`config.mk`:
```
export PLATFORM = sky130hd
export DESIGN_NAME = strap_latch
export DESIGN_NICKNAME = d
export VERILOG_FILES = /design/src/strap_pkg.sv /design/src/module_defaults.sv /design/src/strap_latch.sv
export VERILOG_INCLUDE_DIRS = /design/src
export SDC_FILE = /design/constraint.sdc
export NUM_CORES = 1
export LEC_CHECK = 0
export BUFFER_PORTS_ARGS = -buffer_cell sky130_fd_sc_hd__buf_4
export CORE_MARGIN = 5
export CORE_UTILIZATION = 42
export CTS_CLUSTER_SIZE = 24
export DETAILED_ROUTE_END_ITERATION = 10
export GPL_ROUTABILITY_DRIVEN = 0
export PLACE_DENSITY_LB_ADDON = 0.25
export SYNTH_ARGS = -nofsm -noshare
export SYNTH_HDL_FRONTEND = slang
export SYNTH_HIERARCHICAL = 1
export SYNTH_SLANG_ARGS = --single-unit
```
`constraint.sdc`:
```
create_clock -name aclk -period 1.5 [get_ports aclk]
set_input_delay 0.225 -clock aclk [delete_from_list [all_inputs] [get_ports aclk]]
set_output_delay 0.225 -clock aclk [all_outputs]
set_load 0.03 [all_outputs]
```
`src/strap_regs.svh`:
```
// Register offsets, field positions, reset values and timing counts.
`ifndef STRAP_REGS_SVH
`define STRAP_REGS_SVH
`define OFF_CTRL 12'h000
`define OFF_STRAP 12'h004
`define OFF_MODEN 12'h008
`define OFF_BOOT 12'h00c
`define BIT_CTRL_RESAMPLE 0
`define BIT_CTRL_PIN_OWN 1
`define BIT_CTRL_BYPASS 2
`define FLD_BOOT_LO 0
`define FLD_BUS_LO 4
`define FLD_OSC 8
`define FLD_VALID 9
`define BOOT_ROM_ADDR 32'h0000_8000
`define BOOT_FLASH_ADDR 32'h0000_0000
`define STRAP_DEFAULT 7'h00
`define SETTLE_NS 100
`define SETTLE_CYC ((`SETTLE_NS + 9) / 10)
`endif

```
`src/strap_pkg.sv`:
```
// Types shared by the strap latch design.
package strap_pkg;
   typedef enum logic [2:0] {
      boot_rom_nand,
      boot_ext_bus,
      boot_rom_card,
      boot_rom_uart,
      boot_rom_usb,
      boot_rom_spi,
      boot_rom_eth,
      boot_rom_host
   } boot_src_t;
   typedef enum logic [1:0] {
      st_settle,
      st_capture,
      st_run
   } cap_state_t;
endpackage

```
`src/module_defaults.sv`:
```
// Default power slot enables derived from the captured boot source.
`timescale 1ns/1ps
module module_defaults #(
   parameter int NUM_SLOTS = 22
) (
   input wire logic [2:0] boot_source_sel,
   output logic [NUM_SLOTS-1:0] slot_enable
);
   strap_pkg::boot_src_t src;
   always_comb begin
      src = strap_pkg::boot_src_t'(boot_source_sel);
      slot_enable = '0;
      case (src)
         strap_pkg::boot_rom_nand,
         strap_pkg::boot_ext_bus: begin
            slot_enable[0] = 1'b1;
            slot_enable[1] = 1'b1;
            slot_enable[14] = 1'b1;
         end
         strap_pkg::boot_rom_card: begin
            slot_enable[15] = 1'b1;
         end
         strap_pkg::boot_rom_uart: begin
            slot_enable[19] = 1'b1;
         end
         strap_pkg::boot_rom_usb: begin
            slot_enable[0] = 1'b1;
            slot_enable[1] = 1'b1;
            slot_enable[9] = 1'b1;
         end
         strap_pkg::boot_rom_eth: begin
            slot_enable[0] = 1'b1;
            slot_enable[1] = 1'b1;
         end
         strap_pkg::boot_rom_host: begin
            slot_enable[21] = 1'b1;
         end
         default: begin
            slot_enable = '0;
         end
      endcase
   end
endmodule

```
`src/strap_latch.sv`:
```
// Reset strap latch with module defaults and an AXI4-Lite control and status port.
// How it works
// Capture boot, bus and oscillator straps at reset.
// Return strap pins to memory bus afterwards.
// Boot source from address lines 13 to 11.
// Eight boot-source codes select boot mode.
// Undriven boot straps read as 000.
// Bus config from lines 10 to 8.
// Oscillator mode sampled from pin 81.
// Clock generators disabled and bypassed after reset.
// Boot source picks default module enables.
// Slots 0, 1, 14 by boot source.
// Boot source 011 enables first UART.
// Slots 15, 9, 21 conditional; others off.
// Start at ROM 0x8000 unless 001.
// Bus config only sets default pin mux. The code also drives bus_16bit from its bit 2.
// Captured values hold until next reset.
//
// Local design decisions: the AXI4-Lite register port and the placing of the registers.
`timescale 1ns/1ps
`include "strap_regs.svh"
module strap_latch #(
   parameter int NUM_SLOTS = 22,
   parameter int SETTLE_CYCLES = `SETTLE_CYC
) (
   input wire logic aclk,
   input wire logic aresetn,
   input wire logic [13:8] ext_bus_addr_pins,
   input wire logic general_io_pin_81,
   output logic strap_pins_as_bus,
   output logic strap_valid,
   output logic [2:0] boot_source_sel,
   output logic [2:0] ext_bus_cfg,
   output logic osc_mode_sel,
   output logic bus_16bit,
   output logic [31:0] boot_addr,
   output logic pll_bypass,
   output logic pll_enable,
   output logic [NUM_SLOTS-1:0] local_power_slot,
   input wire logic [11:0] s_axi_awaddr,
   input wire logic s_axi_awvalid,
   output logic s_axi_awready,
   input wire logic [31:0] s_axi_wdata,
   input wire logic [3:0] s_axi_wstrb,
   input wire logic s_axi_wvalid,
   output logic s_axi_wready,
   output logic [1:0] s_axi_bresp,
   output logic s_axi_bvalid,
   input wire logic s_axi_bready,
   input wire logic [11:0] s_axi_araddr,
   input wire logic s_axi_arvalid,
   output logic s_axi_arready,
   output logic [31:0] s_axi_rdata,
   output logic [1:0] s_axi_rresp,
   output logic s_axi_rvalid,
   input wire logic s_axi_rready
);
   // Pins are asynchronous: three stages, a change counts when 2 and 3 agree.
   logic [6:0] sync1_q, sync2_q, sync3_q, stable_q, stable_d;
   always_ff @(posedge aclk) begin
      if (!aresetn) begin
         sync1_q <= `STRAP_DEFAULT;
         sync2_q <= `STRAP_DEFAULT;
         sync3_q <= `STRAP_DEFAULT;
         stable_q <= `STRAP_DEFAULT;
      end else begin
         sync1_q <= {general_io_pin_81, ext_bus_addr_pins};
         sync2_q <= sync1_q;
         sync3_q <= sync2_q;
         stable_q <= stable_d;
      end
   end
   always_comb begin
      stable_d = stable_q;
      for (int i = 0; i < 7; i++) begin
         if (sync2_q[i] == sync3_q[i]) begin
            stable_d[i] = sync3_q[i];
         end
      end
   end

   // Capture sequencer. Reset clears the capture so undriven straps, which
   // the pad pulls hold low, give the 000 defaults.
   strap_pkg::cap_state_t state_q, state_d;
   logic [15:0] cnt_q, cnt_d;
   logic [6:0] cap_q, cap_d;
   logic valid_q, valid_d;
   logic bypass_q, bypass_d;
   always_comb begin
      state_d = state_q;
      cnt_d = cnt_q;
      cap_d = cap_q;
      valid_d = valid_q;
      case (state_q)
         strap_pkg::st_settle: begin
            if (cnt_q >= 16'(SETTLE_CYCLES)) begin
               state_d = strap_pkg::st_capture;
            end else begin
               cnt_d = cnt_q + 16'h0001;
            end
         end
         strap_pkg::st_capture: begin
            cap_d = stable_q;
            valid_d = 1'b1;
            state_d = strap_pkg::st_run;
         end
         strap_pkg::st_run: begin
            // Captured values are frozen; pin activity is ignored here.
            cap_d = cap_q;
         end
         default: begin
            state_d = strap_pkg::st_settle;
         end
      endcase
   end
   always_ff @(posedge aclk) begin
      if (!aresetn) begin
         state_q <= strap_pkg::st_settle;
         cnt_q <= 16'h0000;
         cap_q <= `STRAP_DEFAULT;
         valid_q <= 1'b0;
      end else begin
         state_q <= state_d;
         cnt_q <= cnt_d;
         cap_q <= cap_d;
         valid_q <= valid_d;
      end
   end

   // Clock generator bypass: set by every reset, software may clear it.
   always_ff @(posedge aclk) begin
      if (!aresetn) begin
         bypass_q <= 1'b1;
      end else begin
         bypass_q <= bypass_d;
      end
   end

   // Outputs.
   assign boot_source_sel = cap_q[5:3];
   module_defaults #(
      .NUM_SLOTS(NUM_SLOTS)
   ) u_defaults (
      .boot_source_sel(cap_q[5:3]),
      .slot_enable(local_power_slot)
   );
   always_comb begin
      strap_pins_as_bus = valid_q;
      strap_valid = valid_q;
      ext_bus_cfg = cap_q[2:0];
      osc_mode_sel = cap_q[6];
      bus_16bit = cap_q[2];
      pll_bypass = bypass_q;
      pll_enable = ~bypass_q;
      if (cap_q[5:3] == 3'(strap_pkg::boot_ext_bus)) begin
         boot_addr = `BOOT_FLASH_ADDR;
      end else begin
         boot_addr = `BOOT_ROM_ADDR;
      end
   end
   // AXI4-Lite slave. One write and one read at a time; reads answer in one cycle, writes in two.
   logic aw_q, aw_d, w_q, w_d, bv_q, bv_d, rv_q, rv_d;
   logic [11:0] awa_q, awa_d;
   logic [31:0] wd_q, wd_d, rd_q, rd_d;
   logic [1:0] br_q, br_d, rr_q, rr_d;

   function automatic logic mapped(input logic [11:0] a);
      mapped = (a == `OFF_CTRL) || (a == `OFF_STRAP) ||
         (a == `OFF_MODEN) || (a == `OFF_BOOT);
   endfunction

   assign s_axi_awready = ~aw_q & ~bv_q;
   assign s_axi_wready = ~w_q & ~bv_q;
   assign s_axi_arready = ~rv_q;
   assign s_axi_bvalid = bv_q;
   assign s_axi_bresp = br_q;
   assign s_axi_rvalid = rv_q;
   assign s_axi_rdata = rd_q;
   assign s_axi_rresp = rr_q;

   always_comb begin
      aw_d = aw_q;
      w_d = w_q;
      awa_d = awa_q;
      wd_d = wd_q;
      bv_d = bv_q;
      br_d = br_q;
      rv_d = rv_q;
      rd_d = rd_q;
      rr_d = rr_q;
      bypass_d = bypass_q;
      if (s_axi_awvalid && s_axi_awready) begin
         aw_d = 1'b1;
         awa_d = {s_axi_awaddr[11:2], 2'b00};
      end
      if (s_axi_wvalid && s_axi_wready) begin
         w_d = 1'b1;
         wd_d = s_axi_wdata;
      end
      if (aw_q && w_q) begin
         aw_d = 1'b0;
         w_d = 1'b0;
         bv_d = 1'b1;
         br_d = mapped(awa_q) ? 2'b00 : 2'b10;
         if (awa_q == `OFF_CTRL && s_axi_wstrb[0]) begin
            bypass_d = wd_q[`BIT_CTRL_BYPASS];
         end
      end
      if (bv_q && s_axi_bready) begin
         bv_d = 1'b0;
      end
      if (s_axi_arvalid && s_axi_arready) begin
         rv_d = 1'b1;
         rr_d = 2'b00;
         rd_d = 32'h0000_0000;
         case ({s_axi_araddr[11:2], 2'b00})
            `OFF_CTRL: begin
               rd_d[`BIT_CTRL_PIN_OWN] = valid_q;
               rd_d[`BIT_CTRL_BYPASS] = bypass_q;
            end
            `OFF_STRAP: begin
               rd_d[`FLD_BOOT_LO +: 3] = cap_q[5:3];
               rd_d[`FLD_BUS_LO +: 3] = cap_q[2:0];
               rd_d[`FLD_OSC] = cap_q[6];
               rd_d[`FLD_VALID] = valid_q;
            end
            `OFF_MODEN: begin
               rd_d[NUM_SLOTS-1:0] = local_power_slot;
            end
            `OFF_BOOT: begin
               rd_d = boot_addr;
            end
            default: begin
               rr_d = 2'b10;
            end
         endcase
      end else if (rv_q && s_axi_rready) begin
         rv_d = 1'b0;
      end
   end
   always_ff @(posedge aclk) begin
      if (!aresetn) begin
         aw_q <= 1'b0;
         w_q <= 1'b0;
         awa_q <= 12'h000;
         wd_q <= 32'h0000_0000;
         bv_q <= 1'b0;
         br_q <= 2'b00;
         rv_q <= 1'b0;
         rd_q <= 32'h0000_0000;
         rr_q <= 2'b00;
      end else begin
         aw_q <= aw_d;
         w_q <= w_d;
         awa_q <= awa_d;
         wd_q <= wd_d;
         bv_q <= bv_d;
         br_q <= br_d;
         rv_q <= rv_d;
         rd_q <= rd_d;
         rr_q <= rr_d;
      end
   end
endmodule

```
# After elaboration in Yosys (flattened, before gate mapping)
# Cells that the tools add are included.
# totals
word_cells	102
ff_bits	108
out_inout_bits	107
# classes
eq_ne	22
bitwise	10
reduce_logical	23
n_lt_le_gt_ge	1
mux	21
add_sub_neg	1
# ops
cell	n
10-bit by 2-bit == test with 1-bit output (second input constant)	4
12-bit case mux with 2 select lines	1
10-bit by 1-bit == test with 1-bit output (second input constant)	2
16-bit by 1-bit adder with 16-bit output (second input constant)	1
16-bit by 4-bit >= comparator with 1-bit output (second input constant)	1
16-bit 2-to-1 mux	1
12-bit zero test	1
2-bit case mux with 3 select lines	2
10-bit zero test	1
10-bit 2-to-1 mux	1
3-bit == test (second input constant)	3
1-bit 2-to-1 mux	9
2-bit 2-to-1 mux	4
1-bit NOT	8
2-bit case mux with 4 select lines	1
4-bit OR reduction	2
1-bit == test	7
1-bit logical AND	7
3-bit by 2-bit == test with 1-bit output (second input constant)	2
3-bit case mux with 2 select lines	1
2-bit AND reduction	3
2-bit OR reduction	3
3-bit by 1-bit == test with 1-bit output (second input constant)	1
3-bit zero test	1
other kinds (8)	11

# Depth between registers and ports, before layout
# Gate-level depths: netlist (run 1).
# depth
word_depth	5
depth_mapped	6
depth_no_buf	6

# By module
# Netlist (run 1), hierarchy kept.
# by_module_without_submodules
module	area_each_um2	cells_each	seq_area_each_um2	instances
strap_latch	3643.5	400	1881.8	1
module_defaults	177.7	23	0.0	1

# Worst setup path before layout (run 1)
# Ideal clock, no wire load.
# synth_timing
path_type	register -> register
startpoint	register cap_q[5]
endpoint	register rd_q[1] (netlist: s_axi_rdata[1])
n_path_buf	1
stages_incl_launch_ff	7
setup_ns	0.071
period_less_slack_ns	2.141
setup_slack_ns	-0.641
t_arrival_ns	2.070
required_ns	1.429
path_cell_list	dfxtp_1 mux2i_1 buf_4 mux2i_1 o2bb2ai_1 nand4_1 a21oi_1
# synth_via
elab_chain_cells	4
# synth_rtl
item	line_no	rtl
start, declared	strap_latch.sv:86	logic [6:0] cap_q, cap_d;
start signal, assigned	strap_latch.sv:120	cap_q <= `STRAP_DEFAULT;
start signal, assigned	strap_latch.sv:125	cap_q <= cap_d;
3-bit by 1-bit == test with 1-bit output, or another cell as far along	module_defaults.sv:13	case (src)
4-bit OR reduction (no source line) (*)	-	
2-bit 2-to-1 mux (*)	module_defaults.sv:13	
via local_power_slot[1]	strap_latch.sv:39	output logic [NUM_SLOTS-1:0] local_power_slot,
2-bit case mux with 4 select lines (*)	strap_latch.sv:216	case ({s_axi_araddr[11:2], 2'b00})
end signal, assigned	strap_latch.sv:260	rd_q <= rd_d;
end, declared	strap_latch.sv:164	logic [31:0] wd_q, wd_d, rd_q, rd_d;
# The timed path passes the listed nets; every way through them passes the cells marked *.
# A chain may end at the register's enable or synchronous reset.

# Worst setup path in the final report (run 1)
# layout_timing
startpoint	register cnt_q[0]
endpoint	register cnt_q[2]
# layout_via
elab_chain_cells	3
# layout_rtl
item	line_no	rtl
start, declared	strap_latch.sv:85	logic [15:0] cnt_q, cnt_d;
start signal, assigned	strap_latch.sv:124	cnt_q <= cnt_d;
16-bit by 4-bit >= comparator with 1-bit output	strap_latch.sv:96	if (cnt_q >= 16'(SETTLE_CYCLES)) begin
1-bit NOT (no source line)	-	
2-bit AND reduction (no source line)	-	
# Parallel ways exist; a longest one is shown, timed or not.

==> results of run 1 <==
final timing paths:
path / start / to / slack, ns
worst max-delay path: cnt_q[0] / cnt_q[2] / -0.07
worst max register to register: cnt_q[0] / cnt_q[2] / -0.07
worst min-delay path: ext_bus_addr_pins[12] / sync1_q[4] / 0.08
worst min register to register: sync1_q[3] / sync2_q[3] / 0.44
state kept, by name (all words and copies together) (netlist names), 7 cells and up:
register and count:
cap_q 7, sync1_q 7, sync2_q 7, sync3_q 7
awa_q 10, stable_q 7, cnt_q 16, s_axi_rdata 22
kinds of logic after synthesis:
| family | synth area share [%] |
|---|---|
| AND/OR/NAND/NOR | 21.5 |
| flip-flops | 49.2 |
| buffers and inverters | 14.9 |
| AO/OA/AOI/OAI | 11.7 |
| multiplexers | 1.87 |
| adder cells (fa/ha/maj) | 0.655 |
| other | 0.197 |
final cells by class:
cell class              count  area share [%]
clock buffers              10            2.73
clock inverters             4            1.07
inverters                   5           0.401
multi-input cells         299            35.3
flip-flops and latches     94            40.5
well taps                 108            2.89
repair buffers            105            17.1
through the flow:
stage	std cells	cell area, um2	setup slack, ns
global route	625	4680	-0.137
global placement	608	4410	-0.102
floorplan	479	4060	-0.0856
finish	625	4680	-0.0678
CTS	623	4640	-0.0828
detailed placement	608	4410	-0.154
power breakdown:
part	internal (mW)	leakage (nW)	switching (mW)
Sequential	2.55	0.767	0.0388
Clock	0.750	0.0842	0.811
Combinational	0.184	1.19	0.401
cell usage after synthesis, types with 2 or more instances:
cell type	instances
a21oi_1	40
a22o_1	7
a22oi_1	13
and2_1	35
and3_1	2
buf_2	4
buf_4	62
clkbuf_1	14
conb_1	2
dfxtp_1	94
ha_1	2
inv_1	5
mux2i_1	6
nand2_1	57
nand2b_1	6
nand3_1	6
nand4_1	4
nor2_1	26
nor2b_1	4
nor3b_2	2
nor4_1	5
o21ai_0	8
o2bb2ai_1	2
or4_4	2
layer usage:
metal | wire [um] | vias up
li1 | - | 1473
met1 | 3420 | 1291
met2 | 3780 | 105
met3 | 636 | 12
met4 | 180 | 0
met5 | 0 | -
what timing repair did:
| action | CTS | global route |
|---|---|---|
| endpoints found under the setup margin | 12 | 9 |
| setup buffers | 1 | 2 |
| gates resized for setup | 10 | 10 |
| cloned | 0 | 0 |
| hold buffers | 0 | 0 |
| pin swaps | 4 | 2 |
==> flow_metrics.env, run 1 <==
export IMPL_status="complete, but fails checks"
export IMPL_failed_checks="negative setup slack"
export IMPL_fmaxAchievable_mhz=638
export IMPL_fillers=841
export IMPL_period_minus_slack_ns=1.57
export IMPL_synthArstFlopShare_pct=0
export IMPL_crit_arrival_ns=1.85
export IMPL_p_total_mw=4.74
export IMPL_final_hold_violation_count=0
export IMPL_grt_pass1_wl_um=13200
export IMPL_fin_setup_tns_ns=-0.140
export IMPL_crit_buf_inv=1
export IMPL_grtUsageMet1_pct=17.3
export IMPL_grt_overflow_total=0
export IMPL_critical_path_top_delay_family="simple AND/OR/NAND/NOR gates"
export IMPL_final_period_utilization_pct=105
export IMPL_cp_num_cells=6
export IMPL_finalSetupViolCount=3
export IMPL_avgViaCountPerCell=4.61
export IMPL_crit_path_start_kind="flip-flop"
export IMPL_synthesis_area_mm2=0.00382
export IMPL_dieArea_mm2=0.0111
export IMPL_yosys_top_cells_area="dfxtp_1 49%, buf_4 12%, and2_1 5.7%"
export IMPL_nNetsFinal=590
export IMPL_slowest_stage="or3_1"
export IMPL_gr_usage_met3_pct=4.16
export IMPL_critical_path_max_stage_delay_ns=0.37
export IMPL_p_leak_nw=2.04
export IMPL_drv_cap=0
export IMPL_power_density_mw_per_mm2=1010
export IMPL_htreeDepth=3
export IMPL_required_ns=1.78
export IMPL_insertion_delay_ns=0.34
export IMPL_fin_hold_ws_ns=0.0794
export IMPL_final_util_pct=53.2
export IMPL_reg2reg_depth=6
export IMPL_yosysWarnings=6
export IMPL_worstPathMaxFanout=3
export IMPL_grt_max_degree=34
export IMPL_hold_class="in2reg"
export IMPL_rsz0062_at_grt="true"
export IMPL_path_class="reg2reg"
export IMPL_setup_ws_ns=-0.0678
export IMPL_synth_seq_cells=94
export IMPL_routed_wl_um=8020
export IMPL_clock_skew_ns=0.00601
export IMPL_crit_chain="inv_2, ha_4, o31ai_4, nand4_1, or3_1, a21oi_1"
export IMPL_ir_drop_uv=714
export IMPL_met2_usage_pct=23.3
export IMPL_ios=181
export IMPL_drc_errors=0
export IMPL_endpoint_kind="flip-flop"
export IMPL_min_delay_path_depth=2
export IMPL_drive_gt1_share_pct=27.3
export IMPL_synth_main_ff_cell="dfxtp_1"
export IMPL_synth_edff_count=0
export IMPL_synthToLayoutAreaGrowth_pct=22.5
export IMPL_coreArea_mm2=0.00881
export IMPL_initial_utilization_pct=43.4
export IMPL_num_rows=34
export IMPL_dr_first_iter_drc_count=114
export IMPL_place_hpwl_um=6060
export IMPL_ys_seq_area_share_pct=49.2
export IMPL_vias=2881
export IMPL_clk_pin_slew_ns=0.09
export IMPL_die_h_um=105
export IMPL_wl_per_cell_um=12.8
export IMPL_cts_sinks=94
export IMPL_cts_tree="yes"
export IMPL_die_w_um=105
export IMPL_final_common_cell="buf_4"
export IMPL_numCtsBuffers=9
export IMPL_synth_top_area_share_pct=49.2
export IMPL_synth_top_area_cell="dfxtp_1"
export IMPL_grt_busiest_layer="met2"
export IMPL_port_buffers=84
export IMPL_cts_buffer_depth=2
export IMPL_firstDrtPassIters=4
export IMPL_drv_slew=0
export IMPL_multi_input_area_mm2=0.00165
export IMPL_seqCellArea_mm2=0.00190
export IMPL_synthCells=423
export IMPL_antenna_found_initial=0
export IMPL_layout_common_cells="100 x buf_4, 89 x dfxtp_1, 58 x conb_1, 57 x nand2_1, 40 x a21oi_1"
export IMPL_grt_total_usage_pct=14.3
export IMPL_syn_area_per_cell_um2=9.03
export IMPL_diodes=0
export IMPL_grt_pass1_vias=2727
export IMPL_ys_types=39
export IMPL_cts_root_buf="clkbuf_8"
export IMPL_ant_nets=0
No activity file was read; power rests on OpenSTA's default activity.
==> inputs of run 2 (changes only) <==
- MAX_ROUTING_LAYER: default -> met4
- SKIP_CTS_REPAIR_TIMING: default -> 1
==> flow_metrics.env, run 2 (same netlist as run 1, synthesis figures left out) <==
export IMPL_grt_overflow_total=0
export IMPL_period_minus_slack_ns=1.62
export IMPL_cts_sinks=94
export IMPL_met2_wirelength_um=3790
export IMPL_required_ns=1.77
export IMPL_path_class="reg2reg"
export IMPL_drv_cap=0
export IMPL_instances_no_fill=624
export IMPL_failed_checks="negative setup slack"
export IMPL_die_h_um=105
export IMPL_final_util_pct=53.1
export IMPL_firstDrtPassIters=4
export IMPL_setup_ws_ns=-0.120
export IMPL_grt_total_usage_pct=14.6
export IMPL_fmaxAchievable_mhz=617
export IMPL_grt_pass1_wl_um=13100
export IMPL_final_period_utilization_pct=108
export IMPL_die_w_um=105
export IMPL_cts_tree="yes"
export IMPL_drv_slew=0
export IMPL_layout_common_cells="99 x buf_4, 89 x dfxtp_1, 58 x conb_1, 57 x nand2_1, 40 x a21oi_1"
export IMPL_diodes=0
export IMPL_nNetsFinal=589
export IMPL_drive_gt1_share_pct=27.1
export IMPL_clockPowerShare_pct=32.9
export IMPL_cts_buffer_depth=2
export IMPL_port_buffers=84
export IMPL_fin_hold_ws_ns=0.0796
export IMPL_final_common_cell="buf_4"
export IMPL_wl_met3_um=614
export IMPL_wl_per_cell_um=12.8
export IMPL_status="complete, but fails checks"
export IMPL_seqPwrFrac_pct=54.7
export IMPL_swShare_pct=26.3
export IMPL_crit_path_start_kind="flip-flop"
export IMPL_drc_errors=0
export IMPL_worstPathMaxFanout=3
export IMPL_grt_max_degree=34
export IMPL_htreeDepth=3
export IMPL_p_leak_nw=2.03
export IMPL_final_hold_violation_count=0
export IMPL_maxUsedRoutingLayer="met4"
export IMPL_p_int_mw=3.49
export IMPL_numCtsBuffers=9
export IMPL_insertion_delay_ns=0.34
export IMPL_p_comb_share_pct=12.4
export IMPL_clk_pin_slew_ns=0.08
export IMPL_initial_utilization_pct=43.4
export IMPL_place_hpwl_um=6060
export IMPL_largest_register_ffs=22
export IMPL_endpoint_kind="flip-flop"
export IMPL_clock_skew_ns=0.00543
export IMPL_fillers=843
export IMPL_ios=181
export IMPL_p_sw_mw=1.25
export IMPL_avgViaCountPerCell=4.60
export IMPL_dp_cells=608
export IMPL_antenna_found_initial=0
export IMPL_hold_class="in2reg"
export IMPL_ant_nets=0
export IMPL_synthToLayoutAreaGrowth_pct=22.3
export IMPL_num_rows=34
export IMPL_crit_arrival_ns=1.89
export IMPL_rsz0062_at_grt="true"
export IMPL_grt_pass1_vias=2716
export IMPL_p_total_mw=4.73
export IMPL_cts_root_buf="clkbuf_8"
export IMPL_coreArea_mm2=0.00881
export IMPL_wl_met1_um=3410
export IMPL_dr_first_iter_drc_count=98
export IMPL_routed_wl_um=8000
export IMPL_ir_drop_uv=715
export IMPL_power_density_mw_per_mm2=1010
export IMPL_vias=2871
export IMPL_dieArea_mm2=0.0111
export IMPL_finalSetupViolCount=5
## run 2: cell count changes in the layout (fill, tap and decap cells not counted), sizes merged
cell | previous run | this run
buf | 105 | 104
## run 2: critical path, stage by stage, from the launching register on
cell	delay, ns
dfxtp_2	0.35
inv_2	0.05
ha_4	0.15
o31ai_4	0.24
nand4_1	0.24
nor3_4	0.30
mux2i_1	0.22
## run 2: worst paths after layout
path              slack (ns)    endpoint                  start  cells past startpoint
setup / recovery       -0.12    cnt_q[0]               cnt_q[0]                      6
hold / removal          0.08  sync1_q[4]  ext_bus_addr_pins[12]                      2
setup reg to reg       -0.12    cnt_q[0]               cnt_q[0]                      6
hold reg to reg         0.44  sync2_q[3]             sync1_q[3]                      1
## run 2: final cells by class
cell class	instances	area [um2]	area share (%)
multi-input combinational	299	1650	35.4
tap	108	135	2.89
sequential	94	1900	40.6
clock buffer	10	128	2.73
clock inverter	4	50.0	1.07
inverter	5	18.8	0.402
timing repair buffer	104	793	17.0
## run 2: layer usage
metal / vias up / GRT usage (%)
li1: 1470 / -
met1: 1286 / 17.2
met2: 103 / 23.2
met3: 12 / 4.10
met4: 0 / 6.75
met5: - / -
## run 2: metrics by stage
stage	setup slack, ns	cell area (um2)	setup TNS (ns)
final	-0.120	4670	-0.331
after global routing	-0.194	4670	-0.789
after CTS	-0.205	4590	-1.30
after detailed placement	-0.154	4410	-0.900
after global placement	-0.102	4410	-0.493
after floorplan	-0.0856	4060	-0.179
## run 2: power groups by stage
stage / clock (mW) / combinational, mW / sequential, mW
after floorplan: 0 / 0.506 / 2.65
after global placement: 0 / 0.565 / 2.64
after detailed placement: 0 / 0.573 / 2.65
after CTS: 1.61 / 0.574 / 2.59
after global routing: 1.74 / 0.634 / 2.60
final: 1.56 / 0.586 / 2.59
